$ cat src/hdl/irq_timer_consts.svh
// Register offsets, field positions, reset values and encodings for the interrupt/timer block.
`ifndef IRQ_TIMER_CONSTS_SVH
`define IRQ_TIMER_CONSTS_SVH
`define ADDR_INPUT_CHANGE 4'h4
`define ADDR_AUX_CONTROL 4'h4
`define ADDR_INT_STATUS 4'h5
`define ADDR_INT_MASK 4'h5
`define ADDR_COUNT_UPPER 4'h6
`define ADDR_COUNT_LOWER 4'h7
`define ADDR_PRELOAD_UPPER 4'h6
`define ADDR_PRELOAD_LOWER 4'h7
`define ADDR_START_CMD 4'he
`define ADDR_STOP_CMD 4'hf
`define ADDR_CHAN_CTRL 4'h8
`define BIT_ISR_INPUT 7
`define BIT_ISR_BRK_B 6
`define BIT_ISR_RX_B 5
`define BIT_ISR_TX_B 4
`define BIT_ISR_CTR 3
`define BIT_ISR_BRK_A 2
`define BIT_ISR_RX_A 1
`define BIT_ISR_TX_A 0
`define BIT_ACR_TIMER 6
`define BIT_TXRDY 2
`define ISR_RESET 8'h00
`define BYTE_ZERO 8'h00
`define WORD_ZERO 16'h0000
`define WORD_ONE 16'h0001
`define PRELOAD_MIN 16'h0002
`define PRESCALE_LAST 4'hf
`define SRC_IP2 3'h0
`define SRC_TXA 3'h1
`define SRC_TXB 3'h2
`define SRC_XTAL16 3'h3
`define SRC_T_IP2 3'h4
`define SRC_T_IP2_16 3'h5
`define SRC_T_XTAL 3'h6
`define SRC_T_XTAL16 3'h7
`endif

$ cat src/hdl/irq_timer_pkg.sv
// Types shared by the interrupt status and counter/timer block.
package irq_timer_pkg;
	typedef struct packed {
		logic [3:0] addr;
		logic [7:0] wdata;
		logic wr;
		logic rd;
	} reg_req_s;
	typedef struct packed {
		logic rx_char_in;
		logic rx_fifo_full;
		logic rx_pop;
		logic rx_fifo_nonempty;
		logic rx_waiting_load;
		logic brk_change;
		logic tx_ready;
	} chan_evt_s;
	typedef enum logic [2:0] {
		CT_IDLE = 3'b001,
		CT_COUNT = 3'b010,
		CT_TIMER = 3'b100
	} ct_state_e;
endpackage : irq_timer_pkg

$ cat src/hdl/irq_timer.sv
// Interrupt status, mask, input change and 16-bit counter/timer.
// ----------------------------------------------------------------------
// Summary of operation
// - Input change flags 7:4 set on pin change, all cleared when the register is read.
// - Reading the input change register also clears status bit 7.
// - Input change bits 3:0 return live pin levels at the read.
// - Interrupt output low when any status bit and its mask bit are both one.
// - Status reads return unmasked status regardless of the mask.
// - Interrupt status clears to zero on reset.
// - Status bit 7 set only for changes on inputs enabled by the change field.
// - Break change bits 6 and 2 set on break edge, clear on reset-break command.
// - Receiver-ready mode: set on character in, clear on read, reset if more remain.
// - FIFO-full mode: set when FIFO fills, clear on read, reset on waiting load.
// - Bits 4 and 0 mirror channel transmitter-ready flags.
// - Counter mode: counter-ready sets at zero, clears on stop command.
// - Timer mode: counter-ready sets every second zero; stop clears it, timer keeps running.
// - The mask does not affect programmable port interrupt outputs.
// - Preload is two write-only bytes; host must not load below two.
// - Timer mode square wave period is twice the preload in source clocks.
// - Preload rewrite in timer mode takes effect at the next half-period.
// - Idle until start read at address E; start restarts; read at F stops counter mode only.
// - Counter mode counts down from preload, continues past zero until stopped.
// - Counter output high until terminal count, then low; high again on stop.
// - Counter mode preload takes effect only at next start; old one reused.
// - Live counter halves readable; host should stop counter first.
// - Three-bit field picks mode and source: 0-3 counter, 4-7 timer.
// ----------------------------------------------------------------------
//
// Added by the designer: the strobed register port and the register addresses.
`timescale 1ns/1ps
`include "irq_timer_consts.svh"
module irq_timer (
	input wire logic core_clk_in,
	input wire logic srst_in,
	input wire logic [3:0] addr_in,
	input wire logic [7:0] wdata_in,
	input wire logic wr_in,
	input wire logic rd_in,
	input wire logic [3:0] input_pin_in,
	input wire logic chan_a_tx_clk_in,
	input wire logic chan_b_tx_clk_in,
	input wire logic xtal_clk_in,
	input wire irq_timer_pkg::chan_evt_s chan_a_evt_in,
	input wire irq_timer_pkg::chan_evt_s chan_b_evt_in,
	input wire logic chan_a_fifo_full_mode_in,
	input wire logic chan_b_fifo_full_mode_in,
	input wire logic chan_a_brk_reset_in,
	input wire logic chan_b_brk_reset_in,
	output logic [7:0] rdata_out,
	output logic irq_out_n,
	output logic output_port_bit3_out
);
	// ------------------------------------------------------------------
	// Register bus decode
	// ------------------------------------------------------------------
	logic [3:0] pin_lvl;
	logic [3:0] pin_prev_ff;
	logic [3:0] change_ff;
	logic [7:0] isr_ff;
	logic [7:0] nxt_isr;
	logic [7:0] mask_ff;
	logic [6:0] acr_ff;
	logic [15:0] preload_ff;
	logic [15:0] count_ff;
	logic [15:0] nxt_count;
	logic [7:0] rdata_ff;
	logic [7:0] nxt_rdata;
	logic irq_n_ff;
	logic op3_ff;
	logic nxt_op3;
	logic half_ff;
	logic nxt_half;
	logic ctr_flag_ff;
	logic nxt_ctr_flag;
	logic [3:0] pre_ff;
	irq_timer_pkg::ct_state_e state_ff;
	irq_timer_pkg::ct_state_e nxt_state;
	wire rd_change = rd_in && addr_in == `ADDR_INPUT_CHANGE;
	wire rd_start = rd_in && addr_in == `ADDR_START_CMD;
	wire rd_stop = rd_in && addr_in == `ADDR_STOP_CMD;
	wire wr_acr = wr_in && addr_in == `ADDR_AUX_CONTROL;
	wire wr_mask = wr_in && addr_in == `ADDR_INT_MASK;
	wire wr_pre_hi = wr_in && addr_in == `ADDR_PRELOAD_UPPER;
	wire wr_pre_lo = wr_in && addr_in == `ADDR_PRELOAD_LOWER;
	wire timer_mode = acr_ff[`BIT_ACR_TIMER];
	wire [2:0] src_sel = acr_ff[6:4];
	// ------------------------------------------------------------------
	// Input pin synchronisers and change detection
	// ------------------------------------------------------------------
	logic [3:0] pin_rise_unused;
	genvar gi;
	generate
		for (gi = 0; gi < 4; gi++) begin : g_pin
			edge_sync u_pin (
				.core_clk_in(core_clk_in),
				.srst_in(srst_in),
				.async_in(input_pin_in[gi]),
				.level_out(pin_lvl[gi]),
				.rise_out(pin_rise_unused[gi])
			);
		end
	endgenerate
	wire [3:0] pin_delta = pin_lvl ^ pin_prev_ff;
	wire [3:0] nxt_change = pin_delta | (rd_change ? 4'h0 : change_ff);
	// ------------------------------------------------------------------
	// Counter clock source selection
	// ------------------------------------------------------------------
	logic txa_lvl;
	logic txa_rise;
	logic txb_lvl;
	logic txb_rise;
	logic xtal_lvl;
	logic xtal_rise;
	edge_sync u_txa (
		.core_clk_in(core_clk_in),
		.srst_in(srst_in),
		.async_in(chan_a_tx_clk_in),
		.level_out(txa_lvl),
		.rise_out(txa_rise)
	);
	edge_sync u_txb (
		.core_clk_in(core_clk_in),
		.srst_in(srst_in),
		.async_in(chan_b_tx_clk_in),
		.level_out(txb_lvl),
		.rise_out(txb_rise)
	);
	edge_sync u_xtal (
		.core_clk_in(core_clk_in),
		.srst_in(srst_in),
		.async_in(xtal_clk_in),
		.level_out(xtal_lvl),
		.rise_out(xtal_rise)
	);
	// IP2 rising edge, taken from the already synchronised level.
	wire ip2_rise = pin_lvl[2] & ~pin_prev_ff[2];
	wire pre_src = (src_sel == `SRC_T_IP2_16) ? ip2_rise : xtal_rise;
	wire pre_tick = pre_src && pre_ff == `PRESCALE_LAST;
	logic src_tick;
	always_comb begin
		unique case (src_sel)
			`SRC_IP2, `SRC_T_IP2: src_tick = ip2_rise;
			`SRC_TXA: src_tick = txa_rise;
			`SRC_TXB: src_tick = txb_rise;
			`SRC_T_XTAL: src_tick = xtal_rise;
			default: src_tick = pre_tick;
		endcase
	end
	// ------------------------------------------------------------------
	// Counter/timer
	// ------------------------------------------------------------------
	function automatic logic [15:0] dec16(input logic [15:0] v);
		dec16 = v - `WORD_ONE;
	endfunction : dec16
	wire at_one = count_ff == `WORD_ONE;
	always_comb begin
		nxt_state = state_ff;
		nxt_count = count_ff;
		nxt_half = half_ff;
		nxt_op3 = op3_ff;
		nxt_ctr_flag = ctr_flag_ff;
		unique case (state_ff)
			irq_timer_pkg::CT_IDLE: begin
				nxt_op3 = 1'b1;
			end
			irq_timer_pkg::CT_COUNT: begin
				if (src_tick) begin
					nxt_count = dec16(count_ff);
					if (at_one) begin
						nxt_ctr_flag = 1'b1;
						nxt_op3 = 1'b0;
					end
				end
			end
			irq_timer_pkg::CT_TIMER: begin
				if (src_tick) begin
					if (at_one) begin
						// Reload from the live preload: a rewrite only hits later halves.
						nxt_count = preload_ff;
						nxt_half = ~half_ff;
						nxt_op3 = ~op3_ff;
						if (half_ff) begin
							nxt_ctr_flag = 1'b1;
						end
					end else begin
						nxt_count = dec16(count_ff);
					end
				end
			end
			default: nxt_state = irq_timer_pkg::CT_IDLE;
		endcase
		if (rd_stop) begin
			nxt_ctr_flag = 1'b0;
			if (!timer_mode) begin
				nxt_state = irq_timer_pkg::CT_IDLE;
				nxt_op3 = 1'b1;
			end
		end
		if (rd_start) begin
			// Start aborts any cycle and reloads from the preload.
			nxt_count = preload_ff;
			nxt_half = 1'b0;
			nxt_op3 = 1'b1;
			nxt_state = timer_mode ? irq_timer_pkg::CT_TIMER : irq_timer_pkg::CT_COUNT;
		end
	end
	// ------------------------------------------------------------------
	// Interrupt status
	// ------------------------------------------------------------------
	function automatic logic rx_bit(input irq_timer_pkg::chan_evt_s e, input logic full_mode,
		input logic cur);
		logic set;
		set = full_mode ? ((e.rx_char_in && e.rx_fifo_full) || e.rx_waiting_load)
			: (e.rx_char_in || (e.rx_pop && e.rx_fifo_nonempty));
		rx_bit = set | (cur & ~e.rx_pop);
	endfunction : rx_bit
	wire in_chg_set = |(pin_delta & acr_ff[3:0]);
	always_comb begin
		nxt_isr = isr_ff;
		nxt_isr[`BIT_ISR_INPUT] = in_chg_set | (isr_ff[`BIT_ISR_INPUT] & ~rd_change);
		nxt_isr[`BIT_ISR_BRK_B] = chan_b_evt_in.brk_change
			| (isr_ff[`BIT_ISR_BRK_B] & ~chan_b_brk_reset_in);
		nxt_isr[`BIT_ISR_BRK_A] = chan_a_evt_in.brk_change
			| (isr_ff[`BIT_ISR_BRK_A] & ~chan_a_brk_reset_in);
		nxt_isr[`BIT_ISR_RX_B] = rx_bit(chan_b_evt_in, chan_b_fifo_full_mode_in,
			isr_ff[`BIT_ISR_RX_B]);
		nxt_isr[`BIT_ISR_RX_A] = rx_bit(chan_a_evt_in, chan_a_fifo_full_mode_in,
			isr_ff[`BIT_ISR_RX_A]);
		nxt_isr[`BIT_ISR_TX_B] = chan_b_evt_in.tx_ready;
		nxt_isr[`BIT_ISR_TX_A] = chan_a_evt_in.tx_ready;
		nxt_isr[`BIT_ISR_CTR] = nxt_ctr_flag;
	end
	// ------------------------------------------------------------------
	// Read data
	// ------------------------------------------------------------------
	always_comb begin
		nxt_rdata = `BYTE_ZERO;
		unique case (addr_in)
			`ADDR_INPUT_CHANGE: nxt_rdata = {change_ff, pin_lvl};
			`ADDR_INT_STATUS: nxt_rdata = isr_ff;
			`ADDR_COUNT_UPPER: nxt_rdata = count_ff[15:8];
			`ADDR_COUNT_LOWER: nxt_rdata = count_ff[7:0];
			default: nxt_rdata = `BYTE_ZERO;
		endcase
		if (!rd_in) begin
			nxt_rdata = `BYTE_ZERO;
		end
	end
	// ------------------------------------------------------------------
	// Registers
	// ------------------------------------------------------------------
	always_ff @(posedge core_clk_in) begin
		if (srst_in) begin
			isr_ff <= `ISR_RESET;
			mask_ff <= `BYTE_ZERO;
			acr_ff <= 7'h00;
			preload_ff <= `PRELOAD_MIN;
			change_ff <= 4'h0;
			pin_prev_ff <= 4'h0;
			rdata_ff <= `BYTE_ZERO;
			irq_n_ff <= 1'b1;
		end else begin
			isr_ff <= nxt_isr;
			change_ff <= nxt_change;
			pin_prev_ff <= pin_lvl;
			rdata_ff <= nxt_rdata;
			irq_n_ff <= ~|(nxt_isr & (wr_mask ? wdata_in : mask_ff));
			if (wr_mask) mask_ff <= wdata_in;
			if (wr_acr) acr_ff <= wdata_in[6:0];
			if (wr_pre_hi) preload_ff[15:8] <= wdata_in;
			if (wr_pre_lo) preload_ff[7:0] <= wdata_in;
		end
	end
	always_ff @(posedge core_clk_in) begin
		if (srst_in) begin
			state_ff <= irq_timer_pkg::CT_IDLE;
			count_ff <= `WORD_ZERO;
			half_ff <= 1'b0;
			op3_ff <= 1'b1;
			ctr_flag_ff <= 1'b0;
			pre_ff <= 4'h0;
		end else begin
			state_ff <= nxt_state;
			count_ff <= nxt_count;
			half_ff <= nxt_half;
			op3_ff <= nxt_op3;
			ctr_flag_ff <= nxt_ctr_flag;
			if (pre_src) pre_ff <= pre_ff + 4'h1;
		end
	end
	// The port output ignores the mask entirely.
	assign rdata_out = rdata_ff;
	assign irq_out_n = irq_n_ff;
	assign output_port_bit3_out = op3_ff;
endmodule : irq_timer

$ cat src/hdl/edge_sync.sv
// Two-flop synchroniser with a rising-edge pulse output.
`timescale 1ns/1ps
module edge_sync (
	input wire logic core_clk_in,
	input wire logic srst_in,
	input wire logic async_in,
	output logic level_out,
	output logic rise_out
);
	logic meta_ff;
	logic sync_ff;
	logic prev_ff;
	always_ff @(posedge core_clk_in) begin
		if (srst_in) begin
			meta_ff <= 1'b0;
			sync_ff <= 1'b0;
			prev_ff <= 1'b0;
		end else begin
			meta_ff <= async_in;
			sync_ff <= meta_ff;
			prev_ff <= sync_ff;
		end
	end
	assign level_out = sync_ff;
	assign rise_out = sync_ff & ~prev_ff;
endmodule : edge_sync

$ cat config.mk
export PLATFORM = sky130hd
export DESIGN_NAME = irq_timer
export DESIGN_NICKNAME = d
export VERILOG_FILES = /design/src/hdl/irq_timer_pkg.sv /design/src/hdl/irq_timer.sv /design/src/hdl/edge_sync.sv
export VERILOG_INCLUDE_DIRS = /design/src /design/src/hdl
export SDC_FILE = /design/constraint.sdc
export NUM_CORES = 1
export LEC_CHECK = 0
export ABC_AREA = 1
export BUFFER_PORTS_ARGS = -buffer_cell sky130_fd_sc_hd__buf_2
export CORE_MARGIN = 4
export CORE_UTILIZATION = 61
export CTS_BUF_LIST = sky130_fd_sc_hd__clkbuf_2 sky130_fd_sc_hd__clkbuf_4 sky130_fd_sc_hd__clkbuf_8
export CTS_CLUSTER_DIAMETER = 30
export CTS_CLUSTER_SIZE = 10
export DETAILED_ROUTE_END_ITERATION = 10
export GPL_ROUTABILITY_DRIVEN = 0
export PLACE_DENSITY = 0.84
export REMOVE_ABC_BUFFERS = 1
export SYNTH_ARGS = -nofsm -noshare
export SYNTH_HDL_FRONTEND = slang
export SYNTH_SLANG_ARGS = --single-unit
$ cat constraint.sdc
create_clock -name core_clk_in -period 1.8 [get_ports core_clk_in]
set_input_delay 0.36 -clock core_clk_in [delete_from_list [all_inputs] [get_ports core_clk_in]]
set_output_delay 0.36 -clock core_clk_in [all_outputs]
set_load 0.05 [all_outputs]
# --- Word level (Yosys, flattened, before mapping) ---
# Cells that the tools add are included.
op_classes:
  add_sub_neg: 2
  mul: 0
  div_mod_pow: 0
  n_lt_le_gt_ge: 0
  n_eq_ne: 18
  shift: 0
  mux: 31
  bitwise_logic: 30
  reduce_logical: 27
ops:
  columns: ["cell", "n"]
  rows:
  - ["$mux W16", 4]
  - ["$pmux W16 S2", 1]
  - ["$pmux W8 S4", 1]
  - ["$eq A16 B1 Y1 const B", 1]
  - ["$eq A4 B3 Y1 const B", 4]
  - ["$sub A16 B1 Y16 const B", 1]
  - ["$mux W1", 15]
  - ["$mux W3", 5]
  - ["$eq A3 B3 Y1 const B", 4]
  - ["$eq A4 B4 Y1 const B", 3]
  - ["$logic_and A1 B1 Y1", 12]
  - ["$not A1 Y1", 12]
  - ["$and A1 B1 Y1", 9]
  - ["$and A8 B8 Y8", 1]
  - ["$mux W8", 1]
  - ["$reduce_or A8 Y1", 1]
  - ["$eq A3 B1 Y1 const B", 2]
  - ["$eq A3 B2 Y1 const B", 2]
  - ["$ne A3 B3 Y1 const B", 2]
  - ["$reduce_and A3 Y1", 2]
  - ["$reduce_or A2 Y1", 3]
  - ["$or A1 B1 Y1", 5]
  - ["$add A4 B1 Y4 const B", 1]
  - ["$and A4 B4 Y4", 1]
  - ["other kinds (12)", 15]
totals:
  regBits: 99
  latchBits: 0
  mem_bits_rw: 0
  mem_bits_ro: 0
  output_inout_bits: 10
  elab_cells: 140
  memories: 0

# --- Logic depth before layout (Yosys ltp) ---
logic_depth:
  ltp_word: 11
  depth_mapped: 12
  mapped_depth_nobuf: 12

# --- Cells and area by module ---
# A second synthesis with hierarchy kept.
unflattened:
  hier_cells: 670
  hier_area_um2: 4633.2
modules_own_cells:
  columns: ["module", "n_inst", "cells_per_inst", "area_each_um2", "seq_area_each_um2"]
  rows:
  - ["irq_timer", 1, 600, 4028.9, 1621.6]
  - ["edge_sync", 7, 10, 86.3, 60.1]

# --- Worst setup path before layout ---
# No wires, ideal clock.
synth_path:
  kind: "reg2reg"
  from: "register count_ff[1]"
  to: "register op3_ff, in the netlist output_port_bit3_out"
  setup_time_ps: 117
  t_arrival_ps: 1424
  setup_slack_ps: 259
  stages_incl_launch_ff: 11
  period_less_slack_ps: 1541
  path_cell_list: "dfxtp_1 > inv_1 > ha_1 > nor3b_1 > nand2_1 > nor2_1 > nand3_1 > ha_1 > o21ai_0 > a21oi_1 > nand2_1"
synth_via:
  elab_chain_len: 6
  elab_cells_between_ends: 8
synth_rtl:
  columns: ["element", "line", "text"]
  rows:
  - ["start: declaration", "irq_timer.sv:64", "logic [15:0] count_ff;"]
  - ["start signal: assignment", "irq_timer.sv:277", "count_ff <= `WORD_ZERO;"]
  - ["start signal: assignment", "irq_timer.sv:284", "count_ff <= nxt_count;"]
  - ["$eq A16 B1 Y1 (no line) *", null, null]
  - ["$mux W1 (on tied branches)", "irq_timer.sv:177, irq_timer.sv:169", null]
  - ["$mux W1 (on tied branches)", "irq_timer.sv:176, irq_timer.sv:167", null]
  - ["$pmux W1 S3 *", "irq_timer.sv:162", "unique case (state_ff)"]
  - ["$mux W1", "irq_timer.sv:194", "if (!timer_mode) begin"]
  - ["$mux W1 *", "irq_timer.sv:192", "if (rd_stop) begin"]
  - ["end signal: assignment", "irq_timer.sv:286", "op3_ff <= nxt_op3;"]
  - ["end: declaration", "irq_timer.sv:69", "logic op3_ff;"]
# Mark *: on every way between the ends. The rest lies on a longest branch, timed or not.
# A chain may end at the register's enable or synchronous reset.

# --- Worst setup path in the final report ---
# Ends and elaborated chain as after synthesis.

==> results.md <==
- Worst hold start: chan_a_tx_clk_in
- Routed Wire Length: roughly 12 mm
- Reg-to-Reg Start: count_ff[1]
- Final worst setup slack: 66.13 ps
- Die width: roughly 95 um
- Critical path capture point type: flip-flop
- Synth Warn #: 0
- Vias in the first global route: between 4k and 5k
- Post-route ant nets: 0
- Syn-to-layout area delta: 13.42%
- Area after DPL: 5007 um^2
- Prevailing post-synth register cell: dfxtp_1
- Root Buffer: clkbuf_8
- CP Class: flip-flop to flip-flop
- Post-synth top area share: 42.18%
- Synthesized cell area: between 4000 and 5000 um^2
- Fin. max-slew vios: 0
- Syn avg cell area: 7.025 um^2
- CTS Buffer Depth: 2
- Core Util, Final: 71.96%
- Worst VDD drop: 0.6216 mV
- Placement Setup Slack: 78.25 ps
- Total I/O pin count: 51
- Leakage: approximately 2.4 nW
- Cell taking the most area after synthesis: dfxtp_1
- Fin. Hold Viols: 0
- CTS Buf Count: 9
- Drt first pass iters: 5
- Cells after Synth: 662
- Nets: around 760
- Vias per cell: between 5 and 6
- Total power: 4.113 mW
- Antenna Cells: 0
- Measured slew at the worst slew-check pin: 424.4 ps
- Initial Utilization: a little under two thirds
- CP Launch Type: flip-flop
- Pwr/cell area: approximately 780 nW/um^2
- Data required, critical path: 2070 ps
- Num Clock Sinks: 98
- Top-count cell post-synth: nor2_1
- Synth top cells by count: nor2_1 (119), nand2_1 (114), dfxtp_1 (98)
- Finish-stage setup viols: 0
- Initial antenna violation count: 0
- Yosys cell types: 39
- Core area: ~7300 um^2
- Total GRT Usage: about a quarter
- Final min period: about 1700 ps
- # DRC: 0
- Final cell area excluding filler cells: roughly 5300 um^2
- DRT iter0 DRCs: between 400 and 500
- Routed wire per std cell: about 14 um
- Hold path depth: 3
- I/O Buffers: 50
- Largest net degree at the start of global routing: 43
- Main area contributors after synthesis: dfxtp_1 (42%), nor2_1 (9.6%), nand2_1 (9.2%), inv_1 (7.6%), o21ai_0 (4.4%)
- R2R depth: 10
- Critical path origin: count_ff[1]
- Worst min path class: input port to flip-flop
- Clock Skews: 11.07 ps
- Post-synth EDFFs: 0
- Arrival time worst endpoint: 2000 ps
- Gr ovfl total: 0
- Die extent in y: between 90 and 100 um
- Die ar.: 9085 um^2
- CTS tree: done
- CP Max Fanout: 3
- TNS Setup: 0 ps
- Core Rows: 31
- Worst slew margin: between 70 and 80%
- Routed vias: ~4.5k
- Max cap viols: 0
- Htree depth: 3
- Post-synth ARST share: 0%
- Status: complete, no violations
- Clock slew at reported path FFs: 100 ps
- Final HPWL from detailed placement: ~8.4 mm
- First-pass GRT wire length: between 15 and 20 mm
- Sequential fraction of the synthesis area: 42.18%
- Final period util: between 90% and 100%
- F_max: between 500 and 600 MHz
- Clk_lat worst skew: between 300 and 400 ps
- Register bit total from synthesis: 98
- Layout cells sized above 1: a little under a fifth
==> cell families after synthesis <==
logic type | count (synthesis) | share of synthesized area (%)
xor+xnor | 9 | 1.695
simple gates | 313 | 30.11
compound gates | 111 | 13.64
fa+ha+maj | 5 | 1.345
buf+inv | 126 | 11.03
flops | 98 | 42.18
==> cell type report <==
class                           instances  area [um^2]
Clock buffer                           11        145.1
Sequential cell                        98         1964
Fill cell                             603         2056
Inverter                              106        397.9
Timing Repair Buffer                   63        347.8
Tap cell                               99        123.9
Multi-Input combinational cell        439         2251
Clock inverter                          5        45.04
==> state kept, by name, summed over array words and instances, names as in the netlist, 3 cells and up <==
name / count
g_pin.u_pin.level_out: 4
state_ff: 3
pin_prev_ff: 4
preload_ff: 16
mask_ff: 8
acr_ff: 7
count_ff: 16
rdata_out: 8
pre_ff: 4
change_ff: 4
isr_ff: 8
g_pin.u_pin.meta_ff: 4
==> final timing paths <==
check / end / slack, ps
worst max-delay path: output_port_bit3_out / 70
worst min-delay path: u_txa.meta_ff / 190
worst max register to register: output_port_bit3_out / 70
worst min register to register: u_txb.level_out / 410
==> worst max-delay path, cell delays in order (launching register included) <==
cell and delay, ps:
dfxtp_2 340, inv_2 90, ha_4 140, nor3b_2 190, nand2_1 90, nor2_1 130
nand3_1 110, ha_1 290, o21ai_1 70, a21oi_1 130, nand2_1 60
==> power by group <==
part	total, mW	leakage, nW	switching, mW	internal (mW)
combinational	0.482	1.54	0.308	0.175
sequential	2.27	0.799	0.0410	2.23
clock	1.36	0.0959	0.781	0.578
==> repair_timing <==
item / 4_1_cts / 5_1_grt
hold buffers: 0 / 0
endpoints found under the setup margin: 0 / 15
gates resized for setup: 0 / 16
setup buffers: 0 / 0
==> layout by cell type (no fill, tap or decap), drive strengths merged <==
master    Yosys  final
nor2        132    132
nand2       124    125
inv         106    109
dfxtp        98     98
buf          13     63
o21ai        56     56
nand3        45     45
a21oi        35     35
clkbuf        7     11
a221oi        8      8
xor2          7      7
ha            5      5
a31oi         4      4
nor3          4      4
o22ai         3      3
nand4         3      3
and2          2      2
xnor2         2      2
or2           2      2
nor3b         1      1
o21bai        1      1
o21a          1      1
a311oi        1      1
a2111oi       1      1
o211ai        1      1
clkinv        0      1
clkinvlp      0      1
==> per-stage QoR <==
step,hold WS (ps),std cells
after floorplan,388.3,642
after global placement,393.0,804
after detailed placement,392.8,804
after CTS,178.2,820
after global routing,173.6,821
final,188.1,821
==> metal layers <==
layer | global-route usage, % | part of all wire (%)
met5 | 0 | 0
met4 | 8.053 | 2.4
met3 | 5.683 | 8.0
met2 | 42.80 | 47
met1 | 33.73 | 42
No activity file was read; power rests on OpenSTA's default activity.
